`config.mk`:
```
export PLATFORM = sky130hd
export DESIGN_NAME = reset_and_activity_status
export DESIGN_NICKNAME = d
export VERILOG_FILES = /design/src/logic/rst_seq_pkg.sv /design/src/logic/reset_and_activity_status.sv
export VERILOG_INCLUDE_DIRS = /design/src /design/src/logic
export SDC_FILE = /design/constraint.sdc
export NUM_CORES = 1
export LEC_CHECK = 0
export ABC_CLOCK_PERIOD_IN_PS = 2300
export BUFFER_PORTS_ARGS = -buffer_cell sky130_fd_sc_hd__buf_2
export CAP_MARGIN = 15
export CORE_UTILIZATION = 60
export DETAILED_ROUTE_END_ITERATION = 16
export GPL_TIMING_DRIVEN = 1
export PLACE_DENSITY = 0.81
export SYNTH_ARGS = -nofsm -noshare
export SYNTH_HDL_FRONTEND = slang
export SYNTH_SLANG_ARGS = --single-unit
export TNS_END_PERCENT = 5
```
`constraint.sdc`:
```
create_clock -name CLOCK -period 2.3 [get_ports CLOCK]
set_clock_uncertainty 0.2 [all_clocks]
set_input_delay 0.46 -clock CLOCK [delete_from_list [all_inputs] [get_ports CLOCK]]
set_output_delay 0.46 -clock CLOCK [all_outputs]
set_load 0.01 [all_outputs]
```
`src/logic/rst_seq_cfg.svh`:
```
// Timing and encoding constants for the reset sequencer and activity indicator.
// Assumes a single 20 MHz system clock.
// Functional notes
// - In USB device mode the activity output stays high while unconfigured or deconfigured.
// - In USB device mode the activity output goes low once the host has configured it.
// - In USB host mode the activity output is high while no downstream device is attached.
// - In USB host mode the activity output is low while a downstream device is attached.
// - In SD card host mode the activity output goes low once card communication works.
// - The block makes its own power-on reset without needing any external reset.
// - The external reset input is asynchronous, active high, and holds reset while high.
// - After the external reset falls, internal reset stays asserted about 35 ms more.
// - The reset-status output is high during power-on reset, forced reset and the delay.
// - The reset-status output falls only after reset ends and interface init completes.
// - The power-up reset lasts 25 to 40 ms, typically 35 ms.
`ifndef RST_SEQ_CFG_SVH
`define RST_SEQ_CFG_SVH

`define CLK_FREQ_MHZ     20
`define POR_TIME_US      35000
`define EXT_DELAY_US     35000
`define POR_CYCLES       (`POR_TIME_US * `CLK_FREQ_MHZ)
`define EXT_DELAY_CYCLES (`EXT_DELAY_US * `CLK_FREQ_MHZ)
`define MODE_W           2
`define MODE_NONE        2'h0
`define MODE_USB_DEV     2'h1
`define MODE_USB_HOST    2'h2
`define MODE_SD_HOST     2'h3

`endif

```
`src/logic/rst_seq_pkg.sv`:
```
// Types for the reset sequencer: sequence states and operating modes.
// Assumes rst_seq_cfg.svh supplies the mode encodings.
`include "rst_seq_cfg.svh"

package rst_seq_pkg;

	typedef enum logic [4:0] {
		ST_POR  = 5'h01,
		ST_HOLD = 5'h02,
		ST_WAIT = 5'h04,
		ST_INIT = 5'h08,
		ST_RUN  = 5'h10
	} seq_state_t;

	typedef enum logic [`MODE_W-1:0] {
		MD_NONE     = `MODE_NONE,
		MD_USB_DEV  = `MODE_USB_DEV,
		MD_USB_HOST = `MODE_USB_HOST,
		MD_SD_HOST  = `MODE_SD_HOST
	} op_mode_t;

endpackage : rst_seq_pkg

```
`src/logic/reset_and_activity_status.sv`:
```
// Reset sequencing, reset-status output and mode-dependent activity indicator.
// Assumes one 20 MHz clock; SRST models power-up; EXT_RESET_IN may change at any time.
`include "rst_seq_cfg.svh"
`timescale 1ns/1ps
`default_nettype none

module reset_and_activity_status
	import rst_seq_pkg::*;
#(
	parameter int unsigned CNT_W      = 24,
	parameter int unsigned POR_CYC    = `POR_CYCLES,
	parameter int unsigned EXT_DLY_CYC = `EXT_DELAY_CYCLES
) (
	input  wire logic              CLOCK,
	input  wire logic              SRST,
	input  wire logic              EXT_RESET_IN,
	input  wire logic [`MODE_W-1:0] MODE,
	input  wire logic              USB_CONFIGURED,
	input  wire logic              USB_DEV_ATTACHED,
	input  wire logic              CARD_LINK_OK,
	input  wire logic              HOST_IF_READY,
	output logic                   CORE_RESET,
	output logic                   CARD_SERIAL_OUT,
	output logic                   ACTIVITY_STATUS_N
);

	typedef struct packed {
		seq_state_t        state;
		logic [1:0]        ext_sync;
		logic [CNT_W-1:0]  cnt;
		logic              core_rst;
		logic              rst_status;
		logic              act_n;
	} st_t;

	localparam logic [CNT_W-1:0] POR_LAST = CNT_W'(POR_CYC - 1);
	localparam logic [CNT_W-1:0] EXT_LAST = CNT_W'(EXT_DLY_CYC - 1);

	st_t s_r;
	st_t s_nxt;
	op_mode_t mode;

	assign mode = op_mode_t'(MODE);

	always_comb begin
		s_nxt = s_r;
		// Release of the external reset passes two flops before use
		s_nxt.ext_sync = {s_r.ext_sync[0], 1'b0};
		case (s_r.state)
			ST_POR: begin
				if (s_r.cnt == POR_LAST) begin
					s_nxt.state = ST_INIT;
					s_nxt.cnt   = '0;
				end else begin
					s_nxt.cnt = s_r.cnt + CNT_W'(1);
				end
			end
			ST_HOLD: begin
				s_nxt.cnt = '0;
				if (!s_r.ext_sync[1]) begin
					s_nxt.state = ST_WAIT;
				end
			end
			ST_WAIT: begin
				if (s_r.cnt == EXT_LAST) begin
					s_nxt.state = ST_INIT;
					s_nxt.cnt   = '0;
				end else begin
					s_nxt.cnt = s_r.cnt + CNT_W'(1);
				end
			end
			ST_INIT: begin
				if (HOST_IF_READY) begin
					s_nxt.state = ST_RUN;
				end
			end
			ST_RUN: begin
				s_nxt.state = ST_RUN;
			end
			default: begin
				s_nxt.state = ST_HOLD;
				s_nxt.cnt   = '0;
			end
		endcase

		s_nxt.core_rst   = (s_nxt.state == ST_POR) || (s_nxt.state == ST_HOLD)
			|| (s_nxt.state == ST_WAIT);
		s_nxt.rst_status = (s_nxt.state != ST_RUN);

		s_nxt.act_n = 1'b1;
		if (s_nxt.state == ST_RUN) begin
			case (mode)
				MD_USB_DEV:  s_nxt.act_n = !USB_CONFIGURED;
				MD_USB_HOST: s_nxt.act_n = !USB_DEV_ATTACHED;
				MD_SD_HOST:  s_nxt.act_n = !CARD_LINK_OK;
				default:     s_nxt.act_n = 1'b1;
			endcase
		end
	end

	// External reset takes the whole state at once; SRST restarts power-on timing
	always_ff @(posedge CLOCK or posedge EXT_RESET_IN) begin
		if (EXT_RESET_IN) begin
			s_r.state      <= ST_HOLD;
			s_r.ext_sync   <= 2'h3;
			s_r.cnt        <= '0;
			s_r.core_rst   <= 1'b1;
			s_r.rst_status <= 1'b1;
			s_r.act_n      <= 1'b1;
		end else if (SRST) begin
			s_r.state      <= ST_POR;
			s_r.ext_sync   <= 2'h0;
			s_r.cnt        <= '0;
			s_r.core_rst   <= 1'b1;
			s_r.rst_status <= 1'b1;
			s_r.act_n      <= 1'b1;
		end else begin
			s_r <= s_nxt;
		end
	end

	assign CORE_RESET        = s_r.core_rst;
	assign CARD_SERIAL_OUT   = s_r.rst_status;
	assign ACTIVITY_STATUS_N = s_r.act_n;

endmodule : reset_and_activity_status

`default_nettype wire

```
# After elaboration in Yosys (flattened, before gate mapping)
# Cells that the tools add are included.
# word_totals
regBits,34
latch_bits,0
ramBits,0
n_memories,0
elab_cells,38
mem_bits_ro,0
inputBits,9
out_inout_bits,3
# classes
n_shift,0
n_lt_le_gt_ge,0
eq_ne,15
n_bitwise,0
reduce_logical,7
addsub,1
n_mux,9
n_div,0
mul,0
# ops
operator,n
24-bit case mux with 2 select lines,1
34-bit two-way mux,1
24-bit by 1-bit adder with 24-bit output (second input constant),1
24-bit by 20-bit equality test with 1-bit output (second input constant),1
24-bit two-way mux,1
5-bit case mux with 4 select lines,1
5-bit two-way mux,3
5-bit by 1-bit equality test with 1-bit output (second input constant),2
5-bit by 2-bit equality test with 1-bit output (second input constant),2
5-bit by 3-bit equality test with 1-bit output (second input constant),2
5-bit equality test (second input constant),2
5-bit by 4-bit equality test with 1-bit output (second input constant),1
5-bit != test (second input constant),1
2-bit equality test (second input constant),2
2-bit OR reduction,2
1-bit zero test,3
1-bit case mux with 3 select lines,1
2-bit by 1-bit equality test with 1-bit output (second input constant),1
1-bit logical OR,2
2-bit by 1-bit != test with 1-bit output (second input constant),1
1-bit two-way mux,1

# Logic depth before layout (Yosys ltp)
# logic_depth
word_depth,7
ltp_mapped,7
ltp_nobuf,6

# Least setup slack after synthesis
# No wires, ideal clock.
# synth_path
path_kind,flip-flop to flip-flop
startpoint,register s_r[32] (netlist bit)
endpoint,register s_r[12] (netlist bit)
required_ns,2.031
slack_ns,0.230
arrival_time_ns,1.801
setup_ns,0.069
n_path_buf,1
stages_incl_launch_ff,6
period_less_slack_ns,2.070
cell_sequence,dfrtp_1 > clkbuf_1 > or4_4 > a21oi_4 > or4b_1 > nand3_1
# synth_via
elab_chain_len,4
word_cells_on_any_way,9
cone_classes,eq/ne (5); mux (2); reduce/logical (2)
# synth_rtl
element,line_no,text
start: declaration,reset_and_activity_status.sv:39,st_t s_r;
start signal: assignment,reset_and_activity_status.sv:118,s_r <= s_nxt;
5-bit by 4-bit equality test with 1-bit output (tied with other cells),reset_and_activity_status.sv:49,case (s_r.state)
2-bit OR reduction (no line),--,
24-bit case mux with 2 select lines,reset_and_activity_status.sv:49,
34-bit two-way mux,reset_and_activity_status.sv:110,end else if (SRST) begin
# Parallel ways exist; a longest one is shown, timed or not.
# A chain may end at the register's enable or synchronous reset.

# Worst setup path in the final report
# layout_path
startpoint,register s_r[3] (netlist bit)
endpoint,register s_r[12] (netlist bit)
# layout_via
elab_chain_len,4
word_cells_on_any_way,5
cone_classes,add/sub (1); eq/ne (1); mux (3)
# layout_rtl
element,line_no
24-bit by 1-bit adder with 24-bit output or 24-bit by 20-bit equality test with 1-bit output (tied branches),--
24-bit two-way mux *,"reset_and_activity_status.sv:51, reset_and_activity_status.sv:65"
24-bit case mux with 2 select lines *,reset_and_activity_status.sv:49
34-bit two-way mux *,reset_and_activity_status.sv:110
# Mark *: on every way between the ends. The rest lies on a longest branch, timed or not.

==> results.sh <==
export IMPL_status="completed"
export IMPL_p_total_mw=1.19
export IMPL_regArea_um2=858
export IMPL_cts_made_buffers=5
export IMPL_gr_total_overflow=0
export IMPL_min_path_type="primary input to register"
export IMPL_gp_congestion=0.852
export IMPL_async_flop_share=1.00
export IMPL_htreeDepth=2
export IMPL_vias=1805
export IMPL_fin_area_um2=2200
export IMPL_start_kind="register"
export IMPL_dp_hpwl_um=3260
export IMPL_worst_path_max_fanout=6
export IMPL_drt_iter0_markers=130
export IMPL_max_freq_mhz=449
export IMPL_r2r_slack_ns=0.07
export IMPL_fillers=261
export IMPL_synth_warnings=0
export IMPL_rows=20
export IMPL_yosysTopAreaCellShare=0.357
export IMPL_fin_cells=284
export IMPL_power_density_nw_per_um2=540
export IMPL_synth_area_um2=1960
export IMPL_ioPinCount=12
export IMPL_synth_edf_count=0
export IMPL_critPathKind="register to register"
export IMPL_placed_cell_area_um2=2110
export IMPL_wl_per_cell_um=17.2
export IMPL_p_leak_nw=0.898
export IMPL_die_h_um=59.2
export IMPL_drc_errors=0
export IMPL_layout_worst_path_cycle_share=0.968
export IMPL_clock_latency_ns=0.35
export IMPL_die_width_um=59.2
export IMPL_post_route_util=0.715
export IMPL_synth_fp_nets=229
export IMPL_synth_area_leaders="dfrtp_1 (36%), dfstp_2 (8.0%), nand2_1 (5.0%)"
export IMPL_setup_violations=0
export IMPL_grt_antenna_before_repair=0
export IMPL_maxSlewViolCount=0
export IMPL_ys_seq_area_frac=0.437
export IMPL_drv_cap=0
export IMPL_start_util=0.638
export IMPL_core_region_area_um2=3080
export IMPL_p_comb_frac=0.158
export IMPL_cts_root_buf="clkbuf_4"
export IMPL_drive_above_1_share=0.196
export IMPL_p_seq_frac=0.536
export IMPL_syn_inst=219
export IMPL_dp_cells=274
export IMPL_yosysTopAreaCell="dfrtp_1"
export IMPL_final_hold_violation_count=0
export IMPL_final_nets=249
export IMPL_intPower_uw=842
export IMPL_synth_seq_cells=34
export IMPL_mostFrequentLayoutCells="dfrtp_1 (28), nand2_1 (26), nand3_1 (19), nor2_1 (16), o21ai_0 (14)"
export IMPL_path_clk_slew_ns=0.12
export IMPL_synth_distinct_cells=54
export IMPL_post_drt_via_cell_ratio=6.36
export IMPL_io_buffers=11
export IMPL_ys_flop_type="dfrtp_1"
export IMPL_preCtsSetupSlack_ns=0.0800
export IMPL_clkPwrFrac=0.306
export IMPL_clockBufferDepth=2
export IMPL_cp_arrival_ns=2.32
export IMPL_grt_max_degree=35
export IMPL_grt_pass1_vias=1684
export IMPL_final_common_cell="dfrtp_1"
export IMPL_cts_tree="built"
export IMPL_wl_um=4880
export IMPL_setup_ws_ns=0.0736
export IMPL_area_growth_pct=12.2
export IMPL_ant_nets=0
export IMPL_max_vdd_ir_drop_v=0.000403
export IMPL_dieArea_um2=3500
export IMPL_grt_pass1_wl_um=7910
export IMPL_first_pass_iters=4
export IMPL_avgSynthCellArea_um2=8.96
export IMPL_n_antenna_cell=0
export IMPL_period_needed_ns=2.23
export IMPL_cp_required_ns=2.39
export IMPL_power_switching_uw=348
export IMPL_cts_sinks=34
export IMPL_crit_path_end_kind="register"
export IMPL_track_usage=0.304
export IMPL_multi_input_area_um2=1060
export IMPL_switching_share=0.293
==> flip-flops by register name, summed over array words and instances, names as in the netlist <==
| signal | cells |
|---|---|
| CARD_SERIAL_OUT | 1 |
| s_nxt | 1 |
| s_r | 30 |
| ACTIVITY_STATUS_N | 1 |
| CORE_RESET | 1 |
==> metrics by stage <==
| step | hold WS (ns) | setup TNS (ns) |
|---|---|---|
| finish | 0.183 | 0 |
| global route | 0.167 | -0.000254 |
| CTS | 0.174 | 0 |
| detailed placement | 0.262 | 0 |
| global placement | 0.265 | 0 |
| floorplan | 0.253 | 0 |
==> area by class of cell <==
cell class                      count  share of cell area
Timing Repair Buffer               23              0.0670
Tap cell                           44              0.0250
Inverter                            4             0.00682
Clock inverter                      2             0.00568
Sequential cell                    34               0.390
Clock buffer                        6              0.0233
Multi-Input combinational cell    171               0.482
==> synthesized netlist by cell type, drive strengths merged, types with 5 or more instances <==
cell / number
dfstp: 6
nand3: 19
xnor2: 5
nor2: 17
o21ai: 18
nand4: 6
clkbuf: 8
nor3: 7
xor2: 7
nand2: 26
a21oi: 5
nor4: 9
dfrtp: 28
nor2b: 5
and3: 5
==> per-layer routing <==
metal | wire length [um] | share of wire | vias up | GRT usage
met4 | 101 | 0.021 | 0 | 0.133
met2 | 2490 | 0.51 | 81 | 0.494
met5 | 0 | 0 | - | 0
met3 | 313 | 0.064 | 15 | 0.0590
met1 | 1970 | 0.40 | 868 | 0.394
li1 | - | - | 841 | -
==> worst paths after layout <==
kind	depth (start not counted)	to	from
max	6	s_r[12]$_DFFE_PP0P_	s_r[3]$_DFFE_PP0P_
min	3	s_r[32]$_DFF_PP0_	HOST_IF_READY
max reg2reg	6	s_r[12]$_DFFE_PP0P_	s_r[3]$_DFFE_PP0P_
min reg2reg	1	s_r[28]$_DFF_PP1_	s_nxt[28]$_DFF_PP1_
max in group asynchronous	4	s_r[28]$_DFF_PP1_	EXT_RESET_IN
min in group asynchronous	4	s_r[32]$_DFF_PP0_	EXT_RESET_IN
==> power by group through the flow <==
stage | clock (mW) | sequential [mW] | combinational (mW)
final | 0.364 | 0.638 | 0.188
after global routing | 0.393 | 0.641 | 0.202
after CTS | 0.362 | 0.638 | 0.170
after detailed placement | 0 | 0.648 | 0.169
after global placement | 0 | 0.647 | 0.160
after floorplan | 0 | 0.645 | 0.119
==> cells by family (layout without fill, tap and decap cells) <==
| kind of cell | after synthesis | count (layout) | share of synthesized area |
|---|---|---|---|
| multiplexers | 2 | 2 | 0.0108 |
| other | 1 | 1 | 0.00191 |
| AO/OA/AOI/OAI | 39 | 39 | 0.137 |
| buffers and inverters | 14 | 35 | 0.0293 |
| adder cells (fa/ha/maj) | 1 | 1 | 0.00637 |
| XOR/XNOR | 12 | 12 | 0.0535 |
| AND/OR/NAND/NOR | 116 | 116 | 0.324 |
| flip-flops | 34 | 34 | 0.437 |
==> what timing repair did <==
action	4_1_cts	5_1_grt
buffers inserted	0	1
hold endpoints to repair	11	0
hold buffers	1	0
setup endpoints to repair	0	5
resized for setup	0	5
==> critical path, cell delays in order, from the launching register on <==
cell and delay (ns):
dfrtp_1 0.43, ha_1 0.25, and4_1 0.26, and3_2 0.27, a21oi_4 0.20, or4b_1 0.47
nand3_1 0.09
Note: power is estimated with default switching activity, not from simulation.
